==> src/include/cscfg_regs.vh <==
// Register offsets, field positions, reset values and timing counts
`ifndef CSCFG_REGS_VH
`define CSCFG_REGS_VH
// ************************************************************
// Command codes of the two configuration words
// ************************************************************
`define CSCFG_CMD_ISENSE    8'hD0
`define CSCFG_CMD_MISC      8'hD1
// ************************************************************
// Current-sense configuration fields
// ************************************************************
`define CSCFG_BLANK_MSB     15
`define CSCFG_BLANK_LSB     11
`define CSCFG_FCNT_MSB      10
`define CSCFG_FCNT_LSB      8
`define CSCFG_METH_MSB      3
`define CSCFG_METH_LSB      2
`define CSCFG_RANGE_MSB     1
`define CSCFG_RANGE_LSB     0
`define CSCFG_METH_FALL     2'h1
`define CSCFG_METH_RISE     2'h2
`define CSCFG_RANGE_25MV    2'h0
`define CSCFG_RANGE_35MV    2'h1
`define CSCFG_RANGE_50MV    2'h2
// ************************************************************
// Misc device configuration fields
// ************************************************************
`define CSCFG_MIND_MSB      15
`define CSCFG_MIND_LSB      11
`define CSCFG_DRV_EN_BIT    10
`define CSCFG_MIND_EN_BIT   7
`define CSCFG_PGOOD_PP_BIT  2
`define CSCFG_EXT_COMP_BIT  1
`define CSCFG_EXT_FLT_BIT   0
// ************************************************************
// Reset values and timing
// ************************************************************
`define CSCFG_ISENSE_RST    16'h0000
`define CSCFG_MISC_RST      16'h0400
`define CSCFG_BLANK_STEP_NS 32
`define CSCFG_CLK_NS        50
`define CSCFG_MIND_DEN      512
`endif

==> src/verilog/cscfg_fault_qual.v <==
// Consecutive over/under-current event qualifier, one event per switching cycle
`timescale 1ns/100ps
module cscfg_fault_qual #(
   parameter CW = 4                  // Counter width, holds up to 15
) (
   input  wire          clk,
   input  wire          rstn,
   input  wire          ce,
   input  wire          cyc_start,   // Pulse at the start of each switching cycle
   input  wire          evt,         // Event seen (any cycle of the period)
   input  wire [2:0]    fault_code,  // Count code, n selects 2n+1
   output reg           fault,       // Qualified current fault, level
   output wire [CW-1:0] run_count    // Current consecutive count
);
   // ************************************************************
   // Per-period latch and run counter
   // ************************************************************
   reg          seen_r;               // Event seen in current period
   reg [CW-1:0] cnt_r;                // Consecutive periods with events
   wire [CW-1:0] need = {fault_code, 1'b1}; // 2n+1
   wire         hit  = seen_r | evt;  // Event closing this period
   assign run_count = cnt_r;

   // Many events in a period collapse into one flag
   always @(posedge clk) begin
      if (!rstn) begin
         seen_r <= 1'b0;
         cnt_r  <= {CW{1'b0}};
         fault  <= 1'b0;
      end else if (ce) begin
         if (cyc_start) begin
            seen_r <= 1'b0;           // New period starts clean
            if (hit) begin
               // Saturate so a long fault holds
               if (cnt_r != {CW{1'b1}})
                  cnt_r <= cnt_r + {{(CW-1){1'b0}}, 1'b1};
               if (cnt_r + {{(CW-1){1'b0}}, 1'b1} >= need)
                  fault <= 1'b1;
            end else begin
               cnt_r <= {CW{1'b0}};
               fault <= 1'b0;
            end
         end else if (evt) begin
            seen_r <= 1'b1;
         end
      end
   end
endmodule // cscfg_fault_qual

==> src/verilog/cscfg_top.v <==
// Current-sense and misc configuration decode for a point-of-load converter
`timescale 1ns/100ps
`include "cscfg_regs.vh"
module cscfg_top #(
   parameter PW = 16                  // Switching period count width in bits
) (
   input  wire          clk,
   input  wire          rstn,
   input  wire          ce,
   input  wire [7:0]    cmd_code,     // Management command code
   input  wire          wr_en,        // Word write strobe
   input  wire [15:0]   wr_data,      // Written word
   output reg  [15:0]   rd_data,      // Read word for cmd_code
   output wire          rd_valid,     // Code is mapped
   input  wire [PW-1:0] period_clks,  // Switching period in clocks
   input  wire          cyc_start,    // Switching cycle start, same domain
   input  wire          edge_evt,     // Switch transition pulse, same domain
   input  wire          oc_pin,       // Over-current comparator, async
   input  wire          uc_pin,       // Under-current comparator, async
   input  wire          power_good_level, // Internal power-good state
   input  wire          pwm_in,       // Raw modulator output
   output reg           meas_enable,  // Measurement window open
   output reg           sense_on_falling_ripple,
   output reg           sense_on_rising_ripple,
   output reg  [1:0]    adc_range_sel,
   output reg  [PW-1:0] min_on_clks,  // Minimum on time in clocks
   output reg           pwm_out,      // Gated power switch drive
   output reg           power_good_pin_o,
   output reg           power_good_pin_oe,
   output reg           ext_temp_comp_en,
   output reg           ext_temp_fault_sel,
   output reg           current_fault
);
   // ************************************************************
   // Registers
   // ************************************************************
   reg  [15:0] isense_r;              // Current-sense configuration
   reg  [15:0] misc_r;                // Misc device configuration
   reg  [1:0]  oc_s_r;                // Over-current synchroniser
   reg  [1:0]  uc_s_r;                // Under-current synchroniser
   reg  [9:0]  blank_cnt_r;           // Blanking countdown
   reg  [PW-1:0] on_cnt_r;            // Clocks since cycle start
   wire        qual_fault;
   wire [3:0]  run_cnt;

   // Blank time in clocks, rounded up so blanking is never short
   function [9:0] blank_clks;
      input [4:0] code;
      reg   [31:0] ns;
      reg   [31:0] clks;
      begin
         ns         = code * `CSCFG_BLANK_STEP_NS;
         clks       = (ns + `CSCFG_CLK_NS - 1) / `CSCFG_CLK_NS;
         blank_clks = clks[9:0];                  // At most 20 clocks, fits
      end
   endfunction

   // Minimum on time: period * 2(v+1)/512
   function [PW-1:0] min_clks;
      input [PW-1:0] per;
      input [4:0]    v;
      reg   [PW+6:0] prod;
      begin
         // Both operands at full product width so no high bit is lost
         prod     = {6'h00, per, 1'b0} * {{(PW+1){1'b0}}, ({1'b0, v} + 6'h01)};
         min_clks = {2'b00, prod[PW+6:9]};
      end
   endfunction

   assign rd_valid = (cmd_code == `CSCFG_CMD_ISENSE) | (cmd_code == `CSCFG_CMD_MISC);

   // ************************************************************
   // Register writes
   // ************************************************************
   always @(posedge clk) begin
      if (!rstn) begin
         isense_r <= `CSCFG_ISENSE_RST;
         misc_r   <= `CSCFG_MISC_RST;
      end else if (ce && wr_en) begin
         if (cmd_code == `CSCFG_CMD_ISENSE)
            isense_r <= wr_data;
         else if (cmd_code == `CSCFG_CMD_MISC)
            misc_r <= wr_data;
      end
   end

   // Read mux registered; unmapped codes read the run count
   always @(posedge clk) begin
      if (!rstn)
         rd_data <= 16'h0000;
      else if (ce) begin
         case (cmd_code)
            `CSCFG_CMD_ISENSE: rd_data <= isense_r;
            `CSCFG_CMD_MISC:   rd_data <= misc_r;
            default:           rd_data <= {12'h000, run_cnt};
         endcase
      end
   end

   // ************************************************************
   // Comparator synchronisers
   // ************************************************************
   always @(posedge clk) begin
      if (!rstn) begin
         oc_s_r <= 2'h0;
         uc_s_r <= 2'h0;
      end else if (ce) begin
         oc_s_r <= {oc_s_r[0], oc_pin};
         uc_s_r <= {uc_s_r[0], uc_pin};
      end
   end

   // ************************************************************
   // Blanking window
   // ************************************************************
   // Measurement closes on each transition unless the blank code is zero, and reopens after the blank
   always @(posedge clk) begin
      if (!rstn) begin
         blank_cnt_r <= 10'h000;
         meas_enable <= 1'b0;
      end else if (ce) begin
         if (edge_evt) begin
            blank_cnt_r <= blank_clks(isense_r[`CSCFG_BLANK_MSB:`CSCFG_BLANK_LSB]);
            meas_enable <= (isense_r[`CSCFG_BLANK_MSB:`CSCFG_BLANK_LSB] == 5'h00);
         end else if (blank_cnt_r > 10'h001) begin
            blank_cnt_r <= blank_cnt_r - 10'h001;
         end else begin
            blank_cnt_r <= 10'h000;
            meas_enable <= 1'b1;
         end
      end
   end

   // Only events inside the measurement window count
   cscfg_fault_qual #(.CW(4)) u_qual (
      .clk        (clk),
      .rstn       (rstn),
      .ce         (ce),
      .cyc_start  (cyc_start),
      .evt        (meas_enable & (oc_s_r[1] | uc_s_r[1])),
      .fault_code (isense_r[`CSCFG_FCNT_MSB:`CSCFG_FCNT_LSB]),
      .fault      (qual_fault),
      .run_count  (run_cnt)
   );

   // ************************************************************
   // Modulator clamp and drive gate
   // ************************************************************
   always @(posedge clk) begin
      if (!rstn)
         on_cnt_r <= {PW{1'b0}};
      else if (ce) begin
         if (cyc_start)
            on_cnt_r <= {PW{1'b0}};
         else if (on_cnt_r != {PW{1'b1}})
            on_cnt_r <= on_cnt_r + {{(PW-1){1'b0}}, 1'b1};
      end
   end

   // Decoded outputs, all registered
   always @(posedge clk) begin
      if (!rstn) begin
         sense_on_falling_ripple <= 1'b0;
         sense_on_rising_ripple  <= 1'b0;
         adc_range_sel      <= `CSCFG_RANGE_25MV;
         min_on_clks        <= {PW{1'b0}};
         pwm_out            <= 1'b0;
         power_good_pin_o   <= 1'b0;
         power_good_pin_oe  <= 1'b1;
         ext_temp_comp_en   <= 1'b0;
         ext_temp_fault_sel <= 1'b0;
         current_fault      <= 1'b0;
      end else if (ce) begin
         sense_on_falling_ripple <= (isense_r[3:2] == `CSCFG_METH_FALL);
         sense_on_rising_ripple  <= (isense_r[3:2] == `CSCFG_METH_RISE);
         adc_range_sel <= isense_r[`CSCFG_RANGE_MSB:`CSCFG_RANGE_LSB];
         min_on_clks   <= min_clks(period_clks,
                                   misc_r[`CSCFG_MIND_MSB:`CSCFG_MIND_LSB]);
         // Drive off overrides clamp; clamp stretches short pulses
         if (!misc_r[`CSCFG_DRV_EN_BIT])
            pwm_out <= 1'b0;
         else if (misc_r[`CSCFG_MIND_EN_BIT] && (on_cnt_r < min_on_clks) && !cyc_start)
            pwm_out <= 1'b1;
         else
            pwm_out <= pwm_in;
         // Open-drain only pulls low; push-pull drives both levels
         power_good_pin_o  <= power_good_level & misc_r[`CSCFG_PGOOD_PP_BIT];
         power_good_pin_oe <= misc_r[`CSCFG_PGOOD_PP_BIT] | ~power_good_level;
         ext_temp_comp_en   <= misc_r[`CSCFG_EXT_COMP_BIT];
         ext_temp_fault_sel <= misc_r[`CSCFG_EXT_FLT_BIT];
         current_fault      <= qual_fault;
      end
   end
endmodule // cscfg_top

==> config.mk <==
export PLATFORM = sky130hd
export DESIGN_NAME = cscfg_top
export DESIGN_NICKNAME = d
export VERILOG_FILES = /design/src/verilog/cscfg_fault_qual.v /design/src/verilog/cscfg_top.v
export VERILOG_INCLUDE_DIRS = /design/src /design/src/include
export SDC_FILE = /design/constraint.sdc
export NUM_CORES = 1
export LEC_CHECK = 0
export ABC_AREA = 1
export BUFFER_PORTS_ARGS = -buffer_cell sky130_fd_sc_hd__buf_2
export CAP_MARGIN = 5
export CORE_ASPECT_RATIO = 0.75
export CORE_MARGIN = 3
export CORE_UTILIZATION = 64
export DETAILED_ROUTE_END_ITERATION = 12
export MAX_ROUTING_LAYER = met4
export PLACE_DENSITY = 0.89
export REMOVE_ABC_BUFFERS = 1
export SYNTH_ARGS = -nofsm -noshare
export SYNTH_HDL_FRONTEND = slang
export SYNTH_SLANG_ARGS = --single-unit
==> constraint.sdc <==
create_clock -name clk -period 7.7 [get_ports clk]
set_input_delay 1.54 -clock clk [delete_from_list [all_inputs] [get_ports clk]]
set_output_delay 1.54 -clock clk [all_outputs]
set_load 0.1 [all_outputs]
==> results of run 1 <==
## path summary, 6_finish.rpt
check / start / end / slack, ns / cells after the start
max reg2reg: isense_r[11]$_SDFFE_PN0P_ / blank_cnt_r[0]$_SDFFE_PN0P_ / 1.83 / 34
min: isense_r[6]$_SDFFE_PN0P_ / isense_r[6]$_SDFFE_PN0P_ / 0.46 / 2
min reg2reg: isense_r[6]$_SDFFE_PN0P_ / isense_r[6]$_SDFFE_PN0P_ / 0.46 / 2
max: isense_r[11]$_SDFFE_PN0P_ / blank_cnt_r[0]$_SDFFE_PN0P_ / 1.83 / 34
## kinds of logic after synthesis
| logic type | Yosys count |
|---|---|
| flip-flops | 109 |
| AND/OR/NAND/NOR | 537 |
| adder cells (fa/ha/maj) | 111 |
| XOR/XNOR | 19 |
| other | 1 |
| AO/OA/AOI/OAI | 239 |
| buffers and inverters | 290 |
## metrics by stage
stage	setup slack, ns	cell area, µm²
floorplan	2.41	8930
global placement	1.96	9650
detailed placement	1.82	9650
CTS	1.91	9970
global route	1.32	9970
finish	1.83	9970
## cell usage in the layout (no fill, tap or decap), types with 22 or more instances in the layout
cell      synthesis  routed
dfxtp_1         109     109
nand2_1         257     257
ha_1             55      55
fa_1             56      56
a211oi_1         22      22
nor2_1          139     139
nand3_1          55      55
inv_1           237     237
buf_2             1      91
a21oi_1          71      71
o21ai_0          88      88
## worst register-to-register path, delay by kind of cell, from the launching register on
family | cells | cell delay [ns]
simple gates | 22 | 2.58
fa+ha+maj | 5 | 1.59
compound gates | 4 | 0.74
flops | 1 | 0.59
buf+inv | 3 | 0.27
## power by group through the flow
stage                     clock [mW]  sequential, mW  combinational, mW
after floorplan                    0           0.682              0.102
after global placement             0           0.610              0.237
after detailed placement           0           0.610              0.243
after CTS                      0.496           0.597              0.246
after global routing           0.520           0.600              0.270
final                          0.492           0.598              0.248
## state kept, by name, summed over array words and instances, names as in the netlist, 2 cells and up
name / count
on_cnt_r: 16
min_on_clks: 14
u_qual.run_count: 4
adc_range_sel: 2
oc_s_r: 2
rd_data: 16
uc_s_r: 2
isense_r: 16
misc_r: 16
blank_cnt_r: 10
## routing by layer
metal	GRT usage, %	vias to the layer above	wire, µm	share of wire, %
met1	41.2	4011	10400	48
li1	-	4289	-	-
met3	3.87	39	1290	6.0
met4	7.73	0	431	2.0
met2	44.7	281	9570	44
met5	-	-	0	0
## cell type report
class                           count  area [µm²]
Clock buffer                        9         225
Clock inverter                      7        97.6
Fill cell                        1111        3870
Inverter                          246         930
Multi-Input combinational cell    908        5820
Sequential cell                   109        2180
Tap cell                          175         219
Timing Repair Buffer               96         493
==> results.py, run 1 <==
metrics = {
    "critical_path": {
        "critPathMaxStageDelay_ns": 0.59,
        "path_max_fanout": 12,
        "crit_path_frequent_cell": "nand2_1",
        "path_buf_inv": 3,
        "arrival_ns": 6.11,
        "required_ns": 7.94,
        "critical_path.slowest_cell": "dfxtp_1",
        "end_kind": "flip-flop",
        "critical_path_class": "reg -> reg",
        "crit_family": "simple AND/OR/NAND/NOR gates",
        "critPathLaunchType": "flip-flop",
    },
    "global_routing": {
        "grt_max_degree": 63,
        "grt_pass1_vias": 8014,
        "grt_usage_pct": 29.2,
        "grt_overflow": 0,
        "grt_pass1_wl_mm": 37.0,
        "antenna_found_initial": 0,
    },
    "die": {
        "fp.dieW_um": 144,
        "io_pins": 94,
        "die_h_um": 110,
        "start_util_pct": 66.1,
        "die-area_mm2": 0.0158,
        "coreArea_mm2": 0.0138,
        "fp-row-count": 37,
    },
    "timing": {
        "period_share_pct": 76.2,
        "fin_setup_tns_ns": 0,
        "skew_ns": 0.00936,
        "hold_violations": 0,
        "relSlewSlack_pct": 37.4,
        "rsz0062_at_grt": "no",
        "tightest_slew_ns": 0.938,
        "hold_ws_ns": 0.457,
        "drv_slew": 0,
        "finalSetupViolCount": 0,
        "fin_crit_ns": 5.87,
        "fmax_mhz": 170,
    },
    "power": {
        "swShare_pct": 31.9,
        "ir_drop_uv": 146,
        "leakagePower_nw": 5.12,
        "clockPowerShare_pct": 36.8,
        "p_per_area_mw_per_mm2": 134,
        "seq_power_share_pct": 44.7,
        "p_switching_uw": 427,
        "p_int_uw": 910,
        "p_comb_share_pct": 18.5,
        "finalPower_mw": 1.34,
    },
    "clocking": {
        "cts_tree": "done",
        "postCtsSetupBuffers": 0,
        "htreeDepth": 3,
        "clockRootBuffer": "clkbuf_16",
        "cts.clk_slew.worst_paths_ns": 0.08,
        "clk-insertion-delay-late_ns": 0.34,
        "cts_resized": 0,
        "postCtsHoldBufs": 0,
        "cts_buffer_depth": 2,
        "cts.sinks": 109,
        "cts_buffers": 9,
    },
    "placement": {
        "dp_cells": 1534,
        "io_buffers": 91,
        "routabilityCongestion": 0.944,
        "place_hpwl_mm": 16.5,
    },
    "logic_synthesis": {
        "synth_top_area_share_pct": 23.8,
        "yosysMostFrequentCell": "nand2_1",
        "synthTopCellsByArea": "dfxtp_1 24%, fa_1 12%, nand2_1 11%",
        "synthAdderAreaFrac_pct": 19.8,
        "postSynth.asyncResetShare_pct": 0,
        "synth_simple_gate_area_share_pct": 26.6,
        "synthMuxAreaShare_pct": 0,
        "ys_seq_area_share_pct": 23.8,
        "synth_compound_area_share_pct": 15.3,
        "synth-edff-count": 0,
        "synthTopCellsByCount": "257 x nand2_1, 237 x inv_1, 139 x nor2_1",
        "syn_area_mm2": 0.00915,
        "syn_avg_cell_area_um2": 7.01,
        "yosysTopAreaCell": "dfxtp_1",
        "synthXorXnorAreaFrac_pct": 1.82,
        "ys_seq_elements": 109,
        "synth_top_family_by_area": "simple AND/OR/NAND/NOR gates",
        "ys_warn_count": 0,
        "ys_types": 60,
        "ys.flop_type": "dfxtp_1",
        "syn_inst": 1306,
    },
    "finish": {
        "drive_above_1_share_pct": 12.4,
        "fin_nets": 1531,
        "antenna_cells": 0,
        "finalNonFillerCells": 1550,
        "final_util_pct": 72.0,
        "area_growth_pct": 8.91,
    },
    "routing": {
        "viasPerCell": 5.56,
        "drc": 0,
        "drt-initial-drc-count": 641,
        "vias": 8620,
        "wl_mm": 21.7,
        "first_pass_iters": 5,
        "drt-wirelength-per-cell_um": 14.0,
        "ant_nets": 0,
    },
    "status": {
        "outcome": "completed",
    },
    "run": {
        "cap_violations": 0,
    },
    "worst_hold_path": {
        "hp-class": "reg -> reg",
    },
}
(Power assumes the default switching activity.)
==> inputs of run 2 (changes only) <==
ABC_AREA = 0   (was 1)
CORE_UTILIZATION = 55   (was 64)
PLACE_DENSITY = 0.81   (was 0.89)
clock period = 5.3 ns   (was 7.7 ns; I/O delays follow)
==> run 2 against run 1 <==
The flow now finishes with violations (negative setup slack). Clock-buffer cell count did not move. Hold slack improved by 0.0067 ns. Sequential cell count did not move. Largest power group unchanged. Clock skew barely moved. Setup slack got worse by 2.0 ns. Routed wire length rose by 11%. Sequential share of layout area fell by 1.8 points. Clock power rose by 43%.
==> results.py, run 2 <==
metrics = {
    "die": {
        "start_util_pct": 57.7,
        "fp-row-count": 39,
        "die_h_um": 117,
        "coreArea_mm2": 0.0156,
        "io_pins": 94,
        "die-area_mm2": 0.0180,
        "fp.dieW_um": 154,
    },
    "global_routing": {
        "grt_usage_pct": 27.2,
        "grt_pass1_wl_mm": 39.4,
        "grt_pass1_vias": 8050,
        "grt_overflow": 0,
        "antenna_found_initial": 4,
        "grt_max_degree": 72,
    },
    "timing": {
        "rsz0062_at_grt": "yes",
        "period_share_pct": 103,
        "fmax_mhz": 184,
        "hold_violations": 0,
        "skew_ns": 0.00975,
        "fin_crit_ns": 5.44,
        "tightest_slew_ns": 1.14,
        "drv_slew": 0,
        "fin_ws_ns": -0.143,
        "finalSetupViolCount": 1,
        "relSlewSlack_pct": 23.6,
    },
    "critical_path": {
        "required_ns": 5.59,
        "reg2reg_to": "blank_cnt_r[0]$_SDFFE_PN0P_",
        "cp.depth": 29,
        "arrival_ns": 5.74,
        "path_max_fanout": 5,
        "critical_path_class": "reg -> reg",
        "critPathLaunchType": "flip-flop",
        "r2r_setup_slack_ns": -0.14,
        "worstReg2RegStart": "isense_r[11]$_SDFFE_PN0P_",
        "r2r_cells": 29,
        "crit_family": "simple AND/OR/NAND/NOR gates",
        "end_kind": "flip-flop",
        "path_buf_inv": 3,
        "critical_path.slowest_cell": "or3_4",
        "critPathMaxStageDelay_ns": 0.40,
    },
    "clocking": {
        "clockRootBuffer": "clkbuf_16",
        "htreeDepth": 3,
        "cts_buffer_depth": 2,
        "postCtsHoldBufs": 0,
        "cts.clk_slew.worst_paths_ns": 0.09,
        "cts.sinks": 109,
        "clk-insertion-delay-late_ns": 0.36,
        "cts_tree": "done",
        "cts_buffers": 9,
    },
    "logic_synthesis": {
        "postSynth.asyncResetShare_pct": 0,
        "syn_inst": 1086,
        "syn_avg_cell_area_um2": 8.30,
        "ys_warn_count": 0,
        "ys_seq_elements": 109,
        "synthTopCellsByCount": "192 x nand2_1, 109 x dfxtp_1, 97 x inv_1",
        "ys_types": 90,
        "synth_top_area_share_pct": 24.2,
        "ys_seq_area_share_pct": 24.2,
        "yosysTopAreaCell": "dfxtp_1",
        "synth-edff-count": 0,
        "yosysMostFrequentCell": "nand2_1",
        "syn_area_mm2": 0.00902,
        "ys.flop_type": "dfxtp_1",
        "synthTopCellsByArea": "dfxtp_1 24%, fa_1 12%, nand2_1 8.0%",
    },
    "finish": {
        "fin_nets": 1404,
        "drive_above_1_share_pct": 24.1,
        "final_common_cell": "nand2_1",
        "area_growth_pct": 21.1,
        "multi_input_area_mm2": 0.00652,
        "n_fill_cell": 1213,
        "regArea_mm2": 0.00219,
        "final_cell_mix": "192 x nand2_1, 104 x dfxtp_1, 98 x buf_4",
        "design_area_mm2": 0.0109,
    },
    "placement": {
        "io_buffers": 91,
        "dpl_cell_area_mm2": 0.0102,
        "routabilityCongestion": 0.986,
        "place_ws_ns": -0.687,
        "place_hpwl_mm": 17.8,
    },
    "power": {
        "ir_drop_uv": 140,
        "p_per_area_mw_per_mm2": 169,
        "leakagePower_nw": 4.89,
    },
    "routing": {
        "first_pass_iters": 9,
        "drt-wirelength-per-cell_um": 16.5,
        "viasPerCell": 5.72,
        "wl_mm": 24.0,
        "ant_nets": 0,
        "drt-initial-drc-count": 733,
        "drc": 0,
        "vias": 8337,
    },
    "status": {
        "outcome": "complete, but fails checks",
        "violations": "negative setup slack",
    },
    "worst_hold_path": {
        "hold_end": "isense_r[7]$_SDFFE_PN0P_",
        "hp-class": "reg -> reg",
        "hold_path_depth": 2,
        "hold_start": "isense_r[7]$_SDFFE_PN0P_",
    },
    "run": {
        "cap_violations": 0,
    },
}
-- run 2: how the worst max path moves through the flow --
stage / to / from / slack (ns)
floorplan: misc_r[10]$_SDFFE_PN1P_ / cmd_code[3] / -2.10
global placement: blank_cnt_r[0]$_SDFFE_PN0P_ / isense_r[11]$_SDFFE_PN0P_ / -0.46
detailed placement: blank_cnt_r[0]$_SDFFE_PN0P_ / isense_r[12]$_SDFFE_PN0P_ / -0.69
CTS: blank_cnt_r[0]$_SDFFE_PN0P_ / isense_r[11]$_SDFFE_PN0P_ / -0.08
global route: blank_cnt_r[0]$_SDFFE_PN0P_ / isense_r[11]$_SDFFE_PN0P_ / -0.43
finish: blank_cnt_r[0]$_SDFFE_PN0P_ / isense_r[11]$_SDFFE_PN0P_ / -0.14
-- run 2: power by group --
| group | internal, mW | total (mW) | switching (mW) |
|---|---|---|---|
| Combinational | 0.0990 | 0.283 | 0.184 |
| Sequential | 0.837 | 0.855 | 0.0172 |
| Clock | 0.342 | 0.706 | 0.364 |
-- run 2: per-layer routing --
metal | up-vias | wire (µm) | part of all wire, % | track usage [%]
met3 | 31 | 1940 | 8.1 | 5.99
met4 | 0 | 314 | 1.3 | 4.82
met2 | 318 | 10600 | 44 | 41.3
met5 | - | 0 | 0 | -
met1 | 4008 | 11100 | 46 | 38.2
li1 | 3980 | - | - | -
-- run 2: final cells by class --
| type | count | area share, % |
|---|---|---|
| inverter | 98 | 3.39 |
| sequential | 109 | 20.0 |
| antenna | 4 | 0.0917 |
| tap | 205 | 2.35 |
| clock inverter | 7 | 0.779 |
| timing repair buffer | 194 | 11.5 |
| multi-input combinational | 831 | 59.7 |
| clock buffer | 9 | 2.06 |
-- run 2: metrics by stage --
step	util [%]	hold WS, ns	std cells	power [mW]	setup TNS, ns
2_1_floorplan	-	0.440	1038	1.05	-85.16
3_3_place_gp	65.0	0.448	1419	1.14	-0.862
3_5_place_dp	65.0	0.456	1419	1.15	-1.87
4_1_cts	68.5	0.467	1446	1.84	-0.0820
5_1_grt	69.9	0.486	1457	1.90	-0.573
6_report	69.9	0.464	1457	1.84	-0.143
-- run 2: worst min-delay path, cell delays in order, from the launching register on --
cell and delay, ns:
dfxtp_1 0.31, nand2_1 0.04, a21boi_0 0.06
-- run 2: cell families (layout without fill, tap and decap cells) --
logic type               count (synthesis)  in the layout  synth area share (%)
AO/OA/AOI/OAI                          209            209                  16.9
adder cells (fa/ha/maj)                111            111                  20.1
flip-flops                             109            109                  24.2
buffers and inverters                  147            308                  6.70
AND/OR/NAND/NOR                        430            430                  23.5
multiplexers                            36             36                  4.11
other                                    1              6                0.0416
XOR/XNOR                                43             43                  4.47
-- run 2: what timing repair did --
item                       CTS  global route
pin swaps                   32            38
buffers inserted            11             8
setup endpoints to repair    3             6
resized for setup           35            34
==> inputs of run 3 (changes only) <==
CORE_UTILIZATION = 61   (was 55)
PLACE_DENSITY = 0.85   (was 0.81)
TNS_END_PERCENT = 10   (was default)
clock period = 5.75 ns   (was 5.3 ns; I/O delays follow)
==> run 3 against run 2 <==
The flow now finishes without violations. Global-route usage grew 1.8 points. Fmax shrank 4.2%. Combinational power shrank 11%. Largest power group unchanged.
==> results.py, run 3 (same netlist as run 2, synthesis figures left out) <==
metrics = {
    "timing": {
        "hold_ws_ns": 0.467,
        "relSlewSlack_pct": 21.1,
        "tightest_slew_ns": 1.18,
        "skew_ns": 0.00884,
        "finalSetupViolCount": 0,
        "drv_slew": 0,
        "period_share_pct": 98.9,
        "fin_crit_ns": 5.68,
        "rsz0062_at_grt": "yes",
        "hold_violations": 0,
        "fmax_mhz": 176,
    },
    "die": {
        "die-area_mm2": 0.0163,
        "io_pins": 94,
        "fp.dieW_um": 146,
        "start_util_pct": 64.1,
        "coreArea_mm2": 0.0141,
        "fp-row-count": 37,
        "die_h_um": 111,
    },
    "critical_path": {
        "critPathMaxStageDelay_ns": 0.37,
        "end_kind": "flip-flop",
        "critical_path.slowest_cell": "or3_1",
        "path_max_fanout": 6,
        "critPathLaunchType": "flip-flop",
        "crit_path_frequent_cell": "inv_1",
        "arrival_ns": 5.97,
        "required_ns": 6.04,
        "critical_path_class": "reg -> reg",
    },
    "routing": {
        "wl_mm": 22.8,
        "drt-wirelength-per-cell_um": 16.2,
        "vias": 8163,
        "drt-initial-drc-count": 797,
        "ant_nets": 0,
        "first_pass_iters": 5,
        "drc": 0,
        "viasPerCell": 5.81,
    },
    "clocking": {
        "cts_tree": "done",
        "postCtsHoldBufs": 0,
        "cts_buffers": 9,
        "cts.clk_slew.worst_paths_ns": 0.08,
        "cts_buffer_depth": 2,
        "clockRootBuffer": "clkbuf_16",
        "clk-insertion-delay-late_ns": 0.35,
        "htreeDepth": 3,
        "cts.sinks": 109,
    },
    "global_routing": {
        "grt_pass1_wl_mm": 38.3,
        "grt_overflow": 0,
        "grt_max_degree": 51,
        "grt_pass1_vias": 7918,
        "antenna_found_initial": 1,
        "grt_usage_pct": 29.0,
    },
    "finish": {
        "multi_input_area_mm2": 0.00638,
        "final_cell_mix": "192 x nand2_1, 107 x dfxtp_1, 95 x inv_1",
        "n_fill_cell": 1041,
        "finalNonFillerCells": 1406,
        "drive_above_1_share_pct": 19.5,
        "regArea_mm2": 0.00218,
        "area_growth_pct": 15.6,
        "fin_nets": 1365,
        "final_common_cell": "nand2_1",
    },
    "placement": {
        "place_hpwl_mm": 17.1,
        "routabilityCongestion": 0.941,
        "io_buffers": 91,
        "dp_cells": 1378,
    },
    "status": {
        "outcome": "completed",
    },
    "power": {
        "leakagePower_nw": 4.67,
        "ir_drop_uv": 147,
        "p_per_area_mw_per_mm2": 160,
    },
    "run": {
        "cap_violations": 0,
    },
    "worst_hold_path": {
        "hp-class": "reg -> reg",
    },
}
[run 3: cell types whose count changed in the layout (fill, tap and decap cells not counted), moves of 4 or more]
cell    previous run  this run
nor3_1             9        13
buf_4             98        61
inv_1             90        95
inv_2              6         2
[run 3: critical path: cells and delay by family (launching register included)]
family                   cells  cell delay (ns)
AND/OR/NAND/NOR              9             1.97
AO/OA/AOI/OAI               11             1.64
adder cells (fa/ha/maj)      4             0.98
flip-flops                   1             0.34
multiplexers                 1             0.33
buffers and inverters        3             0.19
XOR/XNOR                     1             0.18
[run 3: metal layers]
metal  global-route usage, %  vias to the layer above  wire (µm)
met5                       -                        -          0
met2                    42.5                      356       9780
met3                    5.03                       31       2010
li1                        -                     3895          -
met1                    42.2                     3881      10700
met4                    6.52                        0        288
[run 3: final timing paths]
path                                           startpoint                     endpoint  slack (ns)  cells past startpoint
worst max-delay path            isense_r[11]$_SDFFE_PN0P_  blank_cnt_r[0]$_SDFFE_PN0P_        0.07                     29
worst min register to register     misc_r[8]$_SDFFE_PN0P_       misc_r[8]$_SDFFE_PN0P_        0.47                      2
worst min-delay path               misc_r[8]$_SDFFE_PN0P_       misc_r[8]$_SDFFE_PN0P_        0.47                      2
worst max register to register  isense_r[11]$_SDFFE_PN0P_  blank_cnt_r[0]$_SDFFE_PN0P_        0.07                     29
[run 3: metrics by stage]
step	instance area (µm²)	util, %	setup slack, ns	power, mW	TNS, ns
5_1_grt	10400	74.1	-0.203	1.73	-0.203
6_report	10400	74.1	0.0656	1.67	0
3_3_place_gp	9900	70.3	-0.0154	1.05	-0.0154
4_1_cts	10300	73.3	0.00160	1.67	0
3_5_place_dp	9900	70.3	-0.347	1.05	-0.372
2_1_floorplan	8780	-	-1.74	0.969	-65.57
[run 3: report_power, final]
group	switching (mW)	leakage [nW]	internal [mW]
logic	0.165	3.64	0.0881
registers	0.0159	0.883	0.772
clock network	0.310	0.145	0.318
total	0.491	4.67	1.18
[run 3: cell type report]
class	instances	share of cell area [%]
Timing Repair Buffer	155	9.08
Tap cell	195	2.34
Clock inverter	6	0.612
Sequential cell	109	21.0
Multi-Input combinational cell	831	61.1
Antenna cell	2	0.0480
Inverter	98	3.53
Clock buffer	10	2.29
[run 3: repair_timing]
action                     CTS  global route
buffers inserted             6             5
pin swaps                    3            16
resized for setup           11            20
setup endpoints to repair    1             3
